### src/port3_pkg.sv
// constants, types and register map of the strobed parallel port
// ---------------------------------------------------------------
// ---------------------------------------------------------------
package port3_pkg;

  // ---------------------------------------------------------------
  // bus clock
  // ---------------------------------------------------------------
  localparam int         E_DIV            = 4;
  localparam logic [1:0] E_LAST_PHASE     = 2'h3;
  localparam logic [1:0] E_HIGH_PHASE     = 2'h2;
  localparam int         OS_LOW_E_PERIODS = 1;
  localparam logic [2:0] OS_LOW_CYCLES    = 3'(E_DIV * OS_LOW_E_PERIODS);

  // ---------------------------------------------------------------
  // register map: printed indices, byte address is four times index
  // ---------------------------------------------------------------
  localparam int         APB_AW    = 10;
  localparam logic [7:0] DDR_IDX   = 8'h04;
  localparam logic [7:0] DATA_IDX  = 8'h06;
  localparam logic [7:0] CSR_IDX   = 8'h0f;
  localparam logic [7:0] MODE_IDX  = 8'h18;
  localparam logic [APB_AW-1:0] DDR_ADDR  = {DDR_IDX, 2'b00};
  localparam logic [APB_AW-1:0] DATA_ADDR = {DATA_IDX, 2'b00};
  localparam logic [APB_AW-1:0] CSR_ADDR  = {CSR_IDX, 2'b00};
  localparam logic [APB_AW-1:0] MODE_ADDR = {MODE_IDX, 2'b00};

  localparam int CSR_LATCH_BIT = 3;
  localparam int CSR_OSS_BIT   = 4;
  localparam int CSR_IRQ_BIT   = 6;
  localparam int CSR_FLAG_BIT  = 7;

  localparam logic [7:0] DDR_RESET  = 8'h00;
  localparam logic [7:0] DATA_RESET = 8'h00;

  // ---------------------------------------------------------------
  // expanded bus
  // ---------------------------------------------------------------
  localparam logic [15:0] IO_WIN_LO = 16'h0100;
  localparam logic [15:0] IO_WIN_HI = 16'h01ff;

  localparam logic [2:0] MODE_SINGLE      = 3'h7;
  localparam logic [2:0] MODE_SINGLE_TEST = 3'h4;
  localparam logic [2:0] MODE_NONMUX      = 3'h5;
  localparam logic [2:0] MODE_RESET       = 3'h7;

  typedef enum logic [1:0] {
    BUS_IDLE = 2'b00,
    BUS_ADDR = 2'b01,
    BUS_GAP  = 2'b10,
    BUS_DATA = 2'b11
  } bus_state_t;

endpackage

### src/e_clock_gen.sv
// divide-by-four bus clock generator
`timescale 1ns/100ps
module e_clock_gen
  import port3_pkg::*;
(
  input  wire logic       clk_sys,
  input  wire logic       rst,
  input  wire logic       clk_en,
  output logic [1:0]      e_phase,
  output logic            e_clk
);

  wire logic [1:0] next_phase = e_phase + 2'h1;

  always_ff @(posedge clk_sys)
  begin
    if (rst)
    begin
      e_phase <= 2'h0;
      e_clk   <= 1'b0;
    end
    else if (clk_en)
    begin
      e_phase <= next_phase;
      e_clk   <= (next_phase >= E_HIGH_PHASE);
    end
  end

endmodule // e_clock_gen

### src/mode_strap.sv
// operating mode capture from the mode pins
`timescale 1ns/100ps
module mode_strap
  import port3_pkg::*;
(
  input  wire logic       clk_sys,
  input  wire logic       rst,
  input  wire logic       clk_en,
  input  wire logic [2:0] mode_pins,
  output logic [2:0]      mode
);

  // sync reset: pins follow during reset, last value before release is kept
  always_ff @(posedge clk_sys)
  begin
    if (rst && clk_en)
      mode <= mode_pins;
  end

endmodule // mode_strap

### src/port3_strobed_parallel_port.sv
// strobed parallel port with APB register access and expanded bus modes
//
// The APB register port was left to the implementer.
`timescale 1ns/100ps
module port3_strobed_parallel_port
  import port3_pkg::*;
#(
  parameter int WIDTH = 8
)
(
  input  wire logic              clk_sys,
  input  wire logic              rst,
  input  wire logic              clk_en,
  // apb slave
  input  wire logic              psel,
  input  wire logic              penable,
  input  wire logic              pwrite,
  input  wire logic [APB_AW-1:0] paddr,
  input  wire logic [31:0]       pwdata,
  output logic [31:0]            prdata,
  output logic                   pready,
  output logic                   pslverr,
  // mode pins
  input  wire logic              mode_pin_zero,
  input  wire logic              mode_pin_one,
  input  wire logic              mode_pin_two,
  output logic [2:0]             mode,
  // expanded bus requests from the core side
  input  wire logic              ext_req,
  input  wire logic              ext_write,
  input  wire logic [15:0]       ext_addr,
  input  wire logic [WIDTH-1:0]  ext_wdata,
  output logic [WIDTH-1:0]       ext_rdata,
  output logic                   ext_done,
  // pins
  output logic                   e_clk,
  input  wire logic [WIDTH-1:0]  port_in,
  output logic [WIDTH-1:0]       port_out,
  output logic [WIDTH-1:0]       port_oe_n,
  input  wire logic              strobe_ctl_first_in,
  output logic                   strobe_ctl_first_out,
  output logic                   strobe_ctl_first_oe_n,
  output logic                   strobe_ctl_second_out,
  output logic                   maskable_request_one_n
);

  // ---------------------------------------------------------------
  // bus clock and mode
  // ---------------------------------------------------------------
  logic [1:0] e_phase;

  e_clock_gen u_eclk (
    .clk_sys (clk_sys),
    .rst     (rst),
    .clk_en  (clk_en),
    .e_phase (e_phase),
    .e_clk   (e_clk)
  );

  mode_strap u_mode (
    .clk_sys   (clk_sys),
    .rst       (rst),
    .clk_en    (clk_en),
    .mode_pins ({mode_pin_two, mode_pin_one, mode_pin_zero}),
    .mode      (mode)
  );

  wire logic single = (mode == MODE_SINGLE) || (mode == MODE_SINGLE_TEST);
  wire logic nonmux = (mode == MODE_NONMUX);
  wire logic e_end  = (e_phase == E_LAST_PHASE);

  // ---------------------------------------------------------------
  // apb decode
  // ---------------------------------------------------------------
  logic             latch_enable;
  logic             strobe_select_bit;
  logic             strobe_irq_on;
  logic             strobe_seen_flag;
  logic             flag_armed;
  logic             latch_held;
  logic [WIDTH-1:0] ddr;
  logic [WIDTH-1:0] data_out;
  logic [WIDTH-1:0] latch_data;
  logic             strobe_in_q;
  logic [2:0]       os_count;

  wire logic xfer     = psel && penable && pready;
  wire logic hit_ddr  = (paddr == DDR_ADDR);
  wire logic hit_data = (paddr == DATA_ADDR);
  wire logic hit_csr  = (paddr == CSR_ADDR);
  wire logic hit_mode = (paddr == MODE_ADDR);
  wire logic hit_any  = hit_ddr || hit_data || hit_csr || hit_mode;

  wire logic wr_ddr   = xfer && pwrite && hit_ddr;
  wire logic wr_data  = xfer && pwrite && hit_data;
  wire logic wr_csr   = xfer && pwrite && hit_csr;
  wire logic rd_data  = xfer && !pwrite && hit_data;
  wire logic rd_csr   = xfer && !pwrite && hit_csr;
  wire logic acc_data = wr_data || rd_data;

  // input lines read the latch while it holds, else the live pins
  wire logic [WIDTH-1:0] in_view   = latch_held ? latch_data : port_in;
  wire logic [WIDTH-1:0] data_view = (ddr & data_out) | (~ddr & in_view);

  wire logic [7:0] csr_view = {strobe_seen_flag, strobe_irq_on, 1'b0,
                               strobe_select_bit, latch_enable, 3'b000};

  wire logic [31:0] next_prdata =
      hit_ddr  ? {{(32-WIDTH){1'b0}}, ddr} :
      hit_data ? {{(32-WIDTH){1'b0}}, data_view} :
      hit_csr  ? {24'h000000, csr_view} :
      hit_mode ? {29'h0, mode} : 32'h0;

  // one wait state so that read data leaves a flop
  always_ff @(posedge clk_sys)
  begin
    if (rst)
    begin
      pready  <= 1'b0;
      prdata  <= 32'h0;
      pslverr <= 1'b0;
    end
    else if (clk_en)
    begin
      pready  <= psel && penable && !pready;
      prdata  <= (psel && penable && !pready && !pwrite) ? next_prdata : 32'h0;
      pslverr <= psel && penable && !pready && !hit_any;
    end
  end

  // ---------------------------------------------------------------
  // port registers, latch and strobe flag
  // ---------------------------------------------------------------
  wire logic strobe_fall = single && strobe_in_q && !strobe_ctl_first_in;

  always_ff @(posedge clk_sys)
  begin
    if (rst)
    begin
      ddr      <= DDR_RESET;
      data_out <= DATA_RESET;
    end
    else if (clk_en)
    begin
      if (wr_ddr)
        ddr <= pwdata[WIDTH-1:0];
      if (wr_data)
        data_out <= pwdata[WIDTH-1:0];
    end
  end

  always_ff @(posedge clk_sys)
  begin
    if (rst)
    begin
      latch_enable      <= 1'b0;
      strobe_select_bit <= 1'b0;
      strobe_irq_on     <= 1'b0;
    end
    else if (clk_en && wr_csr)
    begin
      latch_enable      <= pwdata[CSR_LATCH_BIT];
      strobe_select_bit <= pwdata[CSR_OSS_BIT];
      strobe_irq_on     <= pwdata[CSR_IRQ_BIT];
    end
  end

  wire logic latch_take = single && latch_enable && strobe_fall && !latch_held;

  always_ff @(posedge clk_sys)
  begin
    if (rst)
    begin
      strobe_in_q <= 1'b1;
      latch_held  <= 1'b0;
      latch_data  <= '0;
    end
    else if (clk_en)
    begin
      strobe_in_q <= strobe_ctl_first_in;
      if (latch_take)
      begin
        latch_held <= 1'b1;
        latch_data <= port_in;
      end
      else if (rd_data || !latch_enable || !single)
        latch_held <= 1'b0;
    end
  end

  // a new strobe edge in the clearing cycle keeps the flag set
  always_ff @(posedge clk_sys)
  begin
    if (rst)
    begin
      strobe_seen_flag <= 1'b0;
      flag_armed       <= 1'b0;
    end
    else if (clk_en)
    begin
      if (strobe_fall)
        strobe_seen_flag <= 1'b1;
      else if (flag_armed && acc_data)
        strobe_seen_flag <= 1'b0;
      if (rd_csr && strobe_seen_flag)
        flag_armed <= 1'b1;
      else if (acc_data)
        flag_armed <= 1'b0;
    end
  end

  // ---------------------------------------------------------------
  // output strobe
  // ---------------------------------------------------------------
  wire logic os_fire = single && (strobe_select_bit ? wr_data : rd_data);

  always_ff @(posedge clk_sys)
  begin
    if (rst)
      os_count <= 3'h0;
    else if (clk_en)
    begin
      if (os_fire)
        os_count <= OS_LOW_CYCLES;
      else if (os_count != 3'h0)
        os_count <= os_count - 3'h1;
    end
  end

  // ---------------------------------------------------------------
  // expanded bus cycle, one bus clock period per transfer
  // ---------------------------------------------------------------
  bus_state_t       bus_state;
  bus_state_t       next_bus_state;
  logic [15:0]      bus_addr;
  logic             bus_write;
  logic [WIDTH-1:0] bus_wdata;

  wire logic bus_start = !single && ext_req && e_end;

  always_comb
  begin
    next_bus_state = bus_state;
    unique case (bus_state)
      BUS_IDLE: if (bus_start) next_bus_state = BUS_ADDR;
      BUS_ADDR: next_bus_state = BUS_GAP;
      BUS_GAP:  next_bus_state = BUS_DATA;
      BUS_DATA: if (e_end) next_bus_state = BUS_IDLE;
    endcase
  end

  wire logic bus_finish = (bus_state == BUS_DATA) && e_end;
  wire logic in_window  = (bus_addr >= IO_WIN_LO) && (bus_addr <= IO_WIN_HI);
  wire logic busy       = (bus_state != BUS_IDLE);

  always_ff @(posedge clk_sys)
  begin
    if (rst)
    begin
      bus_state <= BUS_IDLE;
      bus_addr  <= 16'h0000;
      bus_write <= 1'b0;
      bus_wdata <= '0;
      ext_rdata <= '0;
      ext_done  <= 1'b0;
    end
    else if (clk_en)
    begin
      bus_state <= next_bus_state;
      ext_done  <= bus_finish;
      if (bus_state == BUS_IDLE && bus_start)
      begin
        bus_addr  <= ext_addr;
        bus_write <= ext_write;
        bus_wdata <= ext_wdata;
      end
      if (bus_finish && !bus_write)
        ext_rdata <= port_in;
    end
  end

  // ---------------------------------------------------------------
  // pin drive per mode
  // ---------------------------------------------------------------
  wire logic drive_wdata = (bus_state == BUS_DATA) && bus_write;
  wire logic drive_addr  = !nonmux && (bus_state == BUS_ADDR);

  wire logic [WIDTH-1:0] next_port_out =
      single      ? data_out :
      drive_addr  ? bus_addr[WIDTH-1:0] : bus_wdata;
  // gap state drives nothing, so address and data never overlap
  wire logic [WIDTH-1:0] next_port_oe_n =
      single                    ? ~ddr :
      (drive_addr || drive_wdata) ? {WIDTH{1'b0}} : {WIDTH{1'b1}};

  wire logic next_first_out =
      single ? 1'b1 :
      nonmux ? !(busy && in_window) :
               drive_addr;
  wire logic next_first_oe_n = single;
  wire logic next_second_out =
      single ? (os_count <= 3'h1) && !os_fire :
               !(busy && bus_write);
  wire logic next_irq_n = !(single && strobe_irq_on && strobe_seen_flag);

  always_ff @(posedge clk_sys)
  begin
    if (rst)
    begin
      port_out               <= '0;
      port_oe_n              <= '1;
      strobe_ctl_first_out   <= 1'b1;
      strobe_ctl_first_oe_n  <= 1'b1;
      strobe_ctl_second_out  <= 1'b1;
      maskable_request_one_n <= 1'b1;
    end
    else if (clk_en)
    begin
      port_out               <= next_port_out;
      port_oe_n              <= next_port_oe_n;
      strobe_ctl_first_out   <= next_first_out;
      strobe_ctl_first_oe_n  <= next_first_oe_n;
      strobe_ctl_second_out  <= next_second_out;
      maskable_request_one_n <= next_irq_n;
    end
  end

endmodule // port3_strobed_parallel_port

### config.mk
export PLATFORM = sky130hd
export DESIGN_NAME = port3_strobed_parallel_port
export DESIGN_NICKNAME = d
export VERILOG_FILES = /design/src/port3_pkg.sv /design/src/e_clock_gen.sv /design/src/mode_strap.sv /design/src/port3_strobed_parallel_port.sv
export SDC_FILE = /design/constraint.sdc
export NUM_CORES = 1
export LEC_CHECK = 0
export ABC_AREA = 1
export BUFFER_PORTS_ARGS = -buffer_cell sky130_fd_sc_hd__clkbuf_2
export CELL_PAD_IN_SITES_DETAIL_PLACEMENT = 1
export CELL_PAD_IN_SITES_GLOBAL_PLACEMENT = 1
export CORE_ASPECT_RATIO = 1.4
export CORE_MARGIN = 4
export CORE_UTILIZATION = 32
export DETAILED_ROUTE_END_ITERATION = 8
export PLACE_DENSITY = 0.76
export SETUP_SLACK_MARGIN = 0.2
export SLEW_MARGIN = 15
export SYNTH_ARGS = -nofsm -noshare
export SYNTH_HDL_FRONTEND = slang
export SYNTH_SLANG_ARGS = --single-unit
export TNS_END_PERCENT = 30
### constraint.sdc
create_clock -name clk_sys -period 1.5 [get_ports clk_sys]
set_input_delay 0.225 -clock clk_sys [delete_from_list [all_inputs] [get_ports clk_sys]]
set_output_delay 0.225 -clock clk_sys [all_outputs]
set_load 0.1 [all_outputs]
Word level (Yosys, flattened, before mapping)
Cells that the tools add are included.

Bits in registers: 130. Bits of input ports: 86. Output and inout port bits: 67.

Add/subtract/negate cells: 2. Magnitude comparators: 4. Equality and inequality tests: 13. Mux-type cells: 25. Bitwise logic cells: 4. Reduce and logical (&&, ||, !) cells: 73.

Operators by type and width (count): two-way mux 8 bit (9); logical AND 1 bit (35); == test 10 x 5 -> 1 bit (second input constant) (2); AND reduction 2 bit (9); bitwise AND 8 bit (2); greater-or-equal comparator 16 x 9 -> 1 bit (second input constant) (1); <= comparator 16 x 9 -> 1 bit (second input constant) (1); zero test 1 bit (13); == test 10 x 6 -> 1 bit (second input constant) (1); == test 10 x 7 -> 1 bit (second input constant) (1); two-way mux 1 bit (10); nonzero test 2 bit (5); == test 3 bit (second input constant) (3); two-way mux 3 bit (3); logical OR 1 bit (8); NOT 8 bit (1); bitwise OR 8 bit (1); case mux 2 bit (4 select lines) (1); == test 2 bit (second input constant) (3); two-way mux 2 bit (2); != test 2 bit (second input constant) (2); <= comparator 3 x 1 -> 1 bit (second input constant) (1); AND reduction 3 bit (1); nonzero test 3 bit (1); other kinds (5) (5).

Logic depth before layout (Yosys ltp)
Gate-level depths: netlist of the first run.

Word-level depth: 9. Mapped depth: 10.

By module
From an unflattened synthesis of the first run, not the netlist that was laid out.

Cells, all modules: 656. Area, all modules: 5019.8 um^2.

Modules (own cells, without submodules): port3_strobed_parallel_port (times used 1, cells an instance 639, area an instance 4838.4 um^2, seq. area each 2001.9 um^2); mode_strap (times used 1, cells an instance 5, area an instance 97.6 um^2, seq. area each 90.1 um^2); e_clock_gen (times used 1, cells an instance 12, area an instance 83.8 um^2, seq. area each 40.0 um^2).

Worst setup path before layout of the first run
No wires, ideal clock.

Path kind: reg2reg. Start: register pready. End: register ddr[0]. Data arrival time: 2.101 ns. Setup slack: -0.720 ns. Stages on the path, launching flop included: 7. Clock period less this slack: 2.220 ns. Path through: dfxtp_1 -> nand3_1 -> nor3_4 -> nand2_2 -> buf_2 -> o21ai_1 -> a21oi_1.

Cells in the longest elaborated chain, start to end: 4.

RTL lines: start, declared (line port3_strobed_parallel_port.sv:21) `output logic pready,`; start signal, assigned (line port3_strobed_parallel_port.sv:125) `pready <= psel && penable && !pready;`; logical AND 1 bit (line port3_strobed_parallel_port.sv:87) `wire logic xfer = psel && penable && pready;`; logical AND 1 bit (2 in series) (line port3_strobed_parallel_port.sv:94) `wire logic wr_ddr = xfer && pwrite && hit_ddr;`; AND reduction 2 bit (no line); end signal, assigned (line port3_strobed_parallel_port.sv:146) `ddr <= pwdata[WIDTH-1:0];`; end, declared (line port3_strobed_parallel_port.sv:81) `logic [WIDTH-1:0] ddr;`.

No other way between the ends. A chain may end at the register's enable or synchronous reset.

Worst setup path in the final report of the first run
Start: register os_count[1]. End: register os_count[2].

Cells in the longest elaborated chain, start to end: 3. Elaborated cells on any way between the ends: 6. Classes of those cells: add/sub (1); mux (2); reduce/logical (3).

RTL lines: start, declared (line port3_strobed_parallel_port.sv:85) `logic [2:0] os_count;`; start signal, assigned (line port3_strobed_parallel_port.sv:226) `os_count <= os_count - 3'h1;`; subtractor 3 x 1 -> 3 bit / nonzero test 3 bit (equally long branches) (line port3_strobed_parallel_port.sv:226, port3_strobed_parallel_port.sv:225); two-way mux 3 bit / nonzero test 2 bit (equally long branches); two-way mux 3 bit / AND reduction 2 bit (equally long branches).

Several ways; a longest one is shown, not always the timed one. The select of a mux whose other input is x is not followed.

==> results of run 1 <==
-- layer usage --
| layer | global-route usage, % | share of wire (%) |
|---|---|---|
| met3 | 3.06 | 3.9 |
| met5 | 0 | 0 |
| met1 | 20.3 | 40 |
| met2 | 33.9 | 53 |
| met4 | 8.35 | 3.4 |
-- metrics by stage --
stage	setup TNS (ps)	cells	power, mW
2_1_floorplan	-27700	682	4.21
4_1_cts	0	992	7.39
5_1_grt	-1630	998	7.82
3_5_place_dp	-3640	970	4.62
3_3_place_gp	-796	970	4.52
6_report	-17.5	998	7.53
-- cells by family after synthesis --
logic type,after synthesis
flip-flops,105
buffers and inverters,121
AO/OA/AOI/OAI,192
other,1
AND/OR/NAND/NOR,231
adder cells (fa/ha/maj),8
XOR/XNOR,1
-- worst paths after layout --
kind | slack, ps | depth (start not counted) | from | endpoint
setup / recovery | -8 | 8 | os_count[1] | os_count[2]
hold / removal | 40 | 1 | mode_pin_one | u_mode.mode[1]
setup reg to reg | -8 | 8 | os_count[1] | os_count[2]
hold reg to reg | 450 | 2 | latch_data[3] | latch_data[3]
-- cells in the mapped netlist, types with 2 or more instances --
cell | count | share of area [%]
inv_2 | 2 | 0.16
inv_1 | 65 | 5.1
edfxtp_1 | 3 | 1.9
buf_2 | 7 | 0.73
o21ai_0 | 62 | 6.5
nand2_1 | 139 | 11
a31oi_1 | 2 | 0.26
a21oi_1 | 107 | 11
nor3_1 | 2 | 0.21
o211ai_1 | 17 | 2.7
buf_4 | 24 | 3.8
o21ai_1 | 3 | 0.31
ha_1 | 8 | 2.1
nand3_1 | 33 | 3.5
nor2_2 | 2 | 0.26
nand4_1 | 2 | 0.26
dfxtp_1 | 102 | 43
nor2_1 | 45 | 3.5
clkbuf_1 | 22 | 1.7
-- power by group through the flow --
stage               Combinational (mW)  Clock, mW  Sequential, mW
floorplan                        0.818          0            3.39
global placement                  1.48          0            3.04
detailed placement                1.57          0            3.05
CTS                               1.68       2.71            3.01
global route                      1.97       2.83            3.03
finish                            1.84       2.67            3.01
-- registers in the layout, summed over array words and instances (netlist names), 2 cells and up --
| signal | flops |
|---|---|
| bus_addr | 16 |
| bus_wdata | 8 |
| data_out | 8 |
| ddr | 8 |
| ext_rdata | 8 |
| latch_data | 8 |
| port_oe_n | 8 |
| port_out | 8 |
| prdata | 8 |
| os_count | 3 |
| u_mode.mode | 3 |
| bus_state | 2 |
-- final cells by class --
class,count,area [um2]
Fill cell,1838,7900
Multi-Input combinational cell,456,2460
Sequential cell,105,2150
Timing Repair Buffer,164,1230
Inverter,68,260
Clock buffer,11,254
Tap cell,189,236
Clock inverter,5,83.8
-- worst reg2reg max path: stages (launching register included) --
cell,delay (ps)
dfxtp_2,360
inv_2,70
ha_1,190
inv_1,60
o21ai_0,90
inv_1,120
nand2_2,60
or2_2,290
a31oi_1,190
-- cell usage in the layout (no fill, tap or decap), types with 3 or more instances in the layout --
cell	n
dfxtp_1	95
a21oi_1	96
o21ai_2	6
buf_6	11
nand2_1	122
nor2_2	5
buf_4	68
conb_1	24
clkbuf_2	61
buf_12	7
o21ai_1	28
inv_2	12
o21ai_0	31
nor2_4	6
dfxtp_4	4
nor2_1	37
edfxtp_1	3
ha_1	5
nand2_4	7
nand2_2	10
dfxtp_2	3
a21oi_2	11
nand3_4	3
clkbuf_4	15
nand3_1	26
inv_1	54
clkbuf_16	11
o211ai_1	17
nand3_2	5
-- repair_timing --
action,in CTS,in global routing
endpoints found under the setup margin,110,119
resized for setup,48,125
setup buffers,5,5
cloned,1,1
pin swaps,4,33
==> out/metrics.csv, run 1 <==
stage,metric,value,unit
routing,DR iter-0 viols,124,
worst_setup_path,crit-path cells,inv_2 > ha_1 > inv_1 > o21ai_0 > inv_1 > nand2_2 > or2_2 > a31oi_1,
timing,Final setup violation count,3,
grt,largest net degree at the start of global routing,45,
cells_and_area,Area Growth Syn to Fin,39.9,%
logic_synthesis,simple-gate share of the synthesized area,20.3,%
grt,gr ovfl total,0,
logic_synthesis,Yosys reg bits,105,
worst_setup_path,WP data arrival,1790,ps
cells_and_area,final instance area,6680,um2
floorplanning,Core ar.,14600,um2
flow_run,max-cap viol count,0,
worst_setup_path,critical path's slowest cell,dfxtp_2,
timing,Final Hold Fails,0,
timing,period utilisation layout,101,%
clock_network,H-tree Lvls,3,
placement,PortBufs,104,
routing,detailed-route wire length,16200,um
logic_synthesis,register area share after synthesis,44.7,%
cells_and_area,share of cells above drive strength 1,32.1,%
worst_hold_path,Hold Path Class,input port to flip-flop,
worst_setup_path,"slowest stage delay, CP",360,ps
timing,setup ws final,-7.93,ps
logic_synthesis,Mapped Avg Cell Area,7.25,um2
logic_synthesis,Unique masters post-synth,31,
floorplanning,Chip Height,153,um
placement,Post-Place Worst Slack,-156,ps
routing,DRC,0,
clock_network,"Hold-fix buffers, CTS",0,
placement,post-DP HPWL,11800,um
logic_synthesis,post-synthesis async set-or-reset flop share,0,%
clock_network,Root Driver,clkbuf_16,
cells_and_area,Final #Nets,898,
timing,fmax,663,MHz
logic_synthesis,adder-cell area share of the yosys netlist,2.10,%
worst_setup_path,"most used cell, CP",inv_1,
timing,final slew viol count,0,
routing,antenna-violating nets left,0,
timing,RSZ-0062 raised after global routing,true,
placement,Placed Area,5840,um2
routing,DR WL/cell,16.2,um
clock_network,clock-pin slew on the worst setup and hold paths,80,ps
placement,gpl congestion,0.809,
power,combinational power share,24.5,%
logic_synthesis,dominant synthesized flop cell,dfxtp_1,
timing,worst hold slack,44.4,ps
outcome,status,finished with violations,
floorplanning,Die ar.,17000,um2
timing,clock skew,8.84,ps
power,PwrDens,1130,nW/um2
floorplanning,Site Rows,52,
floorplanning,starting density of the core,32.8,%
power,Sw Share,33.0,%
grt,vias in the first global route,5165,
power,Reg power frac,40.0,%
clock_network,Clock Sinks,105,
logic_synthesis,number of synthesized flops with an enable pin,3,
cells_and_area,Finished Core Util,45.8,%
logic_synthesis,XOR/XNOR share of the synthesized area,0.183,%
power,clock power share,35.5,%
logic_synthesis,largest family of logic cells by synthesized area,compound AO/OA/AOI/OAI gates,
floorplanning,Die W,111,um
logic_synthesis,compound-cell area share of the yosys netlist,21.1,%
clock_network,cts bufs inserted,9,
outcome,violated checks,setup timing,
grt,gr usage total,18.3,%
clock_network,Clock Latency Late Sink,350,ps
routing,number of iterations in the first detailed-routing pass,4,
worst_setup_path,Critical Path Sink Type,flip-flop,
power,Worst IR Drop VDD,0.630,mV
floorplanning,IO Pins,153,
worst_setup_path,startpoint types,flip-flop,
worst_setup_path,CP required,1780,ps
grt,first-pass GRT wire length,25500,um
timing,fin crit period,1510,ps
power,Psw,2.48,mW
worst_setup_path,Setup CP Type,flip-flop to flip-flop,
routing,routed vias/inst,4.92,
cells_and_area,Ant. Diodes,0,
worst_setup_path,"delay-heaviest family, CP",flip-flops,
power,Pint,5.04,mW
routing,vias,4907,
worst_setup_path,worst path buffer plus inverter count,3,
logic_synthesis,Yosys warnings,0,
clock_network,CTS Buffer Depth,2,
clock_network,CTS tree,done,
logic_synthesis,mux contribution to synthesized area,0,%
power,leakage,2.84,nW
logic_synthesis,Post-Syn Instances,659,
worst_setup_path,CP Max Fanout,4,
logic_synthesis,mapped cell area,4770,um2
grt,initial antenna violation count,0,
Power figures use the tool's default switching activity.
==> inputs of run 2 (changes only) <==
CORE_UTILIZATION = 33   (was 32)
SYNTH_HIERARCHICAL = 1   (was unset)
==> out/metrics.csv, run 2 <==
stage,metric,value,unit
outcome,status,finished with violations,
outcome,violated checks,setup timing,
cells_and_area,most frequent cells in the layout,"dfxtp_1 (99), nand2_1 (89), inv_1 (64)",
floorplanning,Site Rows,53,
logic_synthesis,commonest cells in the netlist,"nand2_1 (103), dfxtp_1 (102), a21oi_1 (90)",
routing,antenna-violating nets left,0,
routing,detailed-route wire length,16500,um
timing,fmax,643,MHz
logic_synthesis,adder-cell area share of the yosys netlist,1.74,%
clock_network,H-tree Lvls,3,
cells_and_area,"most common cell after layout, fill and taps aside",dfxtp_1,
floorplanning,Core ar.,15000,um2
clock_network,clock-pin slew on the worst setup and hold paths,70,ps
grt,gr ovfl total,0,
floorplanning,Die W,112,um
cells_and_area,Reg with most FFs,bus_addr,
worst_setup_path,worst path buffer plus inverter count,3,
timing,Final setup violation count,23,
cells_and_area,share of cells above drive strength 1,35.6,%
routing,vias,4924,
logic_synthesis,Post-Syn Instances,656,
flow_run,max-cap viol count,0,
worst_setup_path,"most used cell, CP",buf_12,
clock_network,CTS tree,done,
logic_synthesis,dominant synthesized flop cell,dfxtp_1,
floorplanning,Chip Height,154,um
timing,worst hold slack,55.5,ps
worst_setup_path,"delay-heaviest family, CP",simple AND/OR/NAND/NOR gates,
cells_and_area,Final #Nets,883,
power,Worst IR Drop VDD,0.497,mV
logic_synthesis,register area share after synthesis,42.5,%
logic_synthesis,compound-cell area share of the yosys netlist,20.5,%
worst_setup_path,critical path's slowest cell,edfxtp_1,
timing,period utilisation layout,104,%
placement,Post-Place Worst Slack,-146,ps
clock_network,CTS Buffer Depth,2,
grt,initial antenna violation count,0,
logic_synthesis,mapped cell area,5020,um2
logic_synthesis,leading cell type by number of instances after synthesis,nand2_1,
logic_synthesis,leading area contributor after synthesis,dfxtp_1,
routing,DR WL/cell,16.8,um
grt,gr usage total,19.2,%
logic_synthesis,Yosys top cell area share,40.7,%
clock_network,Clock Sinks,105,
logic_synthesis,Yosys warnings,6,
logic_synthesis,mux contribution to synthesized area,0,%
cells_and_area,max reg flops,16,
routing,DRC,0,
timing,fin crit period,1560,ps
logic_synthesis,XOR/XNOR share of the synthesized area,0.174,%
worst_hold_path,Hold Path Class,input port to flip-flop,
clock_network,cts bufs inserted,9,
power,leakage,2.89,nW
logic_synthesis,Unique masters post-synth,37,
clock_network,"Hold-fix buffers, CTS",0,
placement,post-DP HPWL,12800,um
timing,final slew viol count,0,
worst_setup_path,WP data arrival,1860,ps
cells_and_area,FILL cells,1832,
power,Design Power,7.03,mW
power,PwrDens,1030,nW/um2
routing,routed vias/inst,4.99,
logic_synthesis,number of synthesized flops with an enable pin,3,
worst_setup_path,startpoint types,flip-flop,
timing,setup ws final,-56.0,ps
logic_synthesis,simple-gate share of the synthesized area,22.5,%
logic_synthesis,Mapped Avg Cell Area,7.65,um2
worst_setup_path,CP required,1800,ps
logic_synthesis,dominant cells by area after synthesis,"dfxtp_1 (41%), a21oi_1 (9.0%), nand2_1 (7.7%)",
worst_setup_path,crit-path cells,inv_1 > nand2_1 > nand3_2 > nand3b_1 > nor2_2 > nand2_2 > buf_12 > buf_12 > a21oi_2,
worst_setup_path,Setup CP Type,flip-flop to flip-flop,
cells_and_area,Area Growth Syn to Fin,35.9,%
grt,vias in the first global route,5222,
grt,largest net degree at the start of global routing,40,
clock_network,Clock Latency Late Sink,360,ps
clock_network,Root Driver,clkbuf_16,
logic_synthesis,largest family of logic cells by synthesized area,simple AND/OR/NAND/NOR gates,
timing,RSZ-0062 raised after global routing,true,
timing,clock skew,9.71,ps
placement,PortBufs,104,
timing,Final Hold Fails,0,
floorplanning,IO Pins,153,
logic_synthesis,Yosys reg bits,105,
grt,first-pass GRT wire length,26500,um
placement,gpl congestion,0.892,
floorplanning,Die ar.,17300,um2
routing,DR iter-0 viols,166,
worst_setup_path,Critical Path Sink Type,flip-flop,
cells_and_area,Ant. Diodes,0,
routing,number of iterations in the first detailed-routing pass,4,
worst_setup_path,CP Max Fanout,34,
logic_synthesis,post-synthesis async set-or-reset flop share,0,%
floorplanning,starting density of the core,33.5,%
worst_setup_path,"slowest stage delay, CP",420,ps
run 2: routing by layer:
layer	global-route usage (%)	up-vias	part of all wire (%)
li1	-	2414	-
met1	20.1	2383	38
met2	37.3	102	56
met3	3.19	25	3.7
met4	7.96	0	2.4
met5	0	-	0
run 2: cell type report:
| class | count | area [um2] | area share [%] |
|---|---|---|---|
| Clock buffer | 10 | 239 | 3.50 |
| Clock inverter | 5 | 38.8 | 0.568 |
| Inverter | 72 | 290 | 4.25 |
| Multi-Input combinational cell | 446 | 2710 | 39.7 |
| Sequential cell | 105 | 2140 | 31.3 |
| Tap cell | 192 | 240 | 3.52 |
| Timing Repair Buffer | 156 | 1170 | 17.1 |
run 2: stage by stage:
stage          utilization, %  cells  setup TNS [ps]  area, um2
6_report                 45.5    986            -646       6820
2_1_floorplan               -    679          -30900       5200
5_1_grt                  45.5    986           -3960       6820
4_1_cts                  44.5    983            -953       6660
3_3_place_gp             40.5    964            -226       6070
3_5_place_dp             40.5    964           -3000       6070
run 2: repair_timing:
action / in CTS / in global routing
pin swaps: 21 / 23
resized for setup: 89 / 43
endpoints found under the setup margin: 113 / 98
setup buffers: 2 / 3
gates cloned: 2 / 0
run 2: cell families (layout without fill, tap and decap cells):
| group | Yosys count | after routing |
|---|---|---|
| and+or+nand+nor | 231 | 233 |
| other | 1 | 24 |
| AOI/OAI and AO/OA | 181 | 181 |
| adders and majority gates | 7 | 7 |
| buffers and inverters | 130 | 243 |
| xor gates and xnor gates | 1 | 1 |
| DFF | 105 | 105 |
run 2: worst paths after layout:
| kind | startpoint | end | slack, ps | cells after the start |
|---|---|---|---|---|
| max | u_mode/mode[1] | bus_wdata[1] | -60 | 9 |
| min | mode_pin_zero | u_mode/mode[0] | 60 | 1 |
| max reg2reg | u_mode/mode[1] | bus_wdata[1] | -60 | 9 |
| min reg2reg | latch_data[0] | latch_data[0] | 460 | 2 |
run 2: power by group:
group	total [mW]	switching, mW	internal, mW
registers	2.97	0.0715	2.89
clock network	2.30	1.12	1.18
logic	1.76	1.26	0.503
==> inputs of run 3 (changes only) <==
SKIP_CTS_REPAIR_TIMING = 1   (was unset)
==> out/metrics.csv, run 3 (same netlist as run 2, synthesis figures left out) <==
stage,metric,value,unit
outcome,status,finished with violations,
outcome,violated checks,setup timing,
clock_network,cts bufs inserted,9,
grt,vias in the first global route,5118,
routing,DR iter-0 viols,151,
floorplanning,Site Rows,53,
timing,Final Hold Fails,0,
power,Design Power,7.06,mW
cells_and_area,Finished Core Util,45.1,%
worst_setup_path,startpoint types,flip-flop,
flow_run,max-cap viol count,0,
cells_and_area,Area Growth Syn to Fin,34.8,%
placement,post-DP HPWL,12800,um
worst_setup_path,Setup CP Type,flip-flop to flip-flop,
clock_network,clock-pin slew on the worst setup and hold paths,70,ps
grt,gr ovfl total,0,
power,Pint,4.58,mW
power,Sw Share,35.2,%
placement,PortBufs,104,
routing,routed vias/inst,4.94,
timing,period utilisation layout,105,%
floorplanning,starting density of the core,33.5,%
placement,Placed Area,6070,um2
clock_network,Clock Sinks,105,
clock_network,Root Driver,clkbuf_16,
cells_and_area,max reg flops,16,
floorplanning,Core ar.,15000,um2
power,leakage,2.89,nW
routing,DR WL/cell,16.8,um
worst_hold_path,Hold Path Class,input port to flip-flop,
timing,Final setup violation count,32,
cells_and_area,Reg with most FFs,bus_addr,
routing,vias,4890,
cells_and_area,non-filler instance count after layout,989,
grt,initial antenna violation count,0,
worst_setup_path,CP Max Fanout,34,
floorplanning,Die ar.,17300,um2
timing,clock skew,8.52,ps
power,Psw,2.48,mW
timing,fin crit period,1580,ps
timing,final slew viol count,0,
cells_and_area,FILL cells,1838,
floorplanning,Chip Height,154,um
routing,number of iterations in the first detailed-routing pass,4,
cells_and_area,most frequent cells in the layout,"dfxtp_1 (99), nand2_1 (92), a21oi_1 (73)",
floorplanning,Die W,112,um
worst_setup_path,Critical Path Sink Type,flip-flop,
clock_network,CTS Buffer Depth,2,
placement,# placed instances,964,
grt,gr usage total,18.6,%
routing,DRC,0,
timing,RSZ-0062 raised after global routing,true,
power,clock power share,32.5,%
cells_and_area,final instance area,6770,um2
cells_and_area,Ant. Diodes,0,
worst_setup_path,WP data arrival,1880,ps
placement,gpl congestion,0.892,
clock_network,Clock Latency Late Sink,360,ps
power,Worst IR Drop VDD,0.491,mV
power,PwrDens,1040,nW/um2
routing,antenna-violating nets left,0,
clock_network,CTS tree,done,
power,combinational power share,25.4,%
worst_setup_path,CP required,1800,ps
cells_and_area,"most common cell after layout, fill and taps aside",dfxtp_1,
grt,largest net degree at the start of global routing,40,
cells_and_area,Final #Nets,886,
grt,first-pass GRT wire length,25700,um
timing,fmax,633,MHz
power,Reg power frac,42.0,%
routing,detailed-route wire length,16600,um
floorplanning,IO Pins,153,
timing,setup ws final,-79.1,ps
cells_and_area,share of cells above drive strength 1,34.4,%
clock_network,H-tree Lvls,3,
## run 3: path summary, 6_finish.rpt
kind / from / end / slack [ps] / cells past startpoint
worst min register to register: bus_addr[12] / bus_addr[12] / 460 / 2
worst max register to register: u_mode/mode[1] / bus_wdata[1] / -80 / 9
worst max-delay path: u_mode/mode[1] / bus_wdata[1] / -80 / 9
worst min-delay path: mode_pin_zero / u_mode/mode[0] / 50 / 1
## run 3: cell type report
type,count,area (um2),share of cell area [%]
Timing Repair Buffer,158,1170,17.3
Clock buffer,10,239,3.53
Inverter,72,284,4.20
Tap cell,192,240,3.55
Sequential cell,105,2140,31.6
Clock inverter,5,38.8,0.573
Timing Repair inverter,1,7.51,0.111
Multi-Input combinational cell,446,2650,39.1
## run 3: critical path, cell delays in order (launching register included)
cell	delay, ps
edfxtp_1	440
inv_2	90
nand2_2	60
nand3_4	110
nand3b_1	130
nor2_2	160
nand2_2	80
buf_12	180
buf_12	150
a21oi_2	100
## run 3: through the flow
step / hold slack (ps) / worst slack, ps / setup TNS, ps
after global placement: 427 / -48.7 / -226
after floorplan: 324 / -596 / -30900
after global routing: 46.2 / -189 / -5650
final: 54.6 / -79.1 / -1070
after detailed placement: 416 / -146 / -3000
after CTS: 45.4 / -170 / -3600
## run 3: power by group through the flow
stage / clock (mW) / combinational [mW] / sequential (mW)
6_report: 2.30 / 1.80 / 2.97
5_1_grt: 2.45 / 1.93 / 2.98
3_5_place_dp: 0 / 1.60 / 3.03
4_1_cts: 2.34 / 1.61 / 2.96
2_1_floorplan: 0 / 0.869 / 3.35
3_3_place_gp: 0 / 1.52 / 3.02
## run 3: layer usage
| metal | routed length (um) | vias to the layer above | GRT usage, % |
|---|---|---|---|
| met2 | 9440 | 92 | 36.5 |
| met5 | 0 | - | 0 |
| met1 | 6280 | 2369 | 19.4 |
| met4 | 361 | 0 | 7.33 |
| met3 | 549 | 19 | 2.60 |
| li1 | - | 2410 | - |
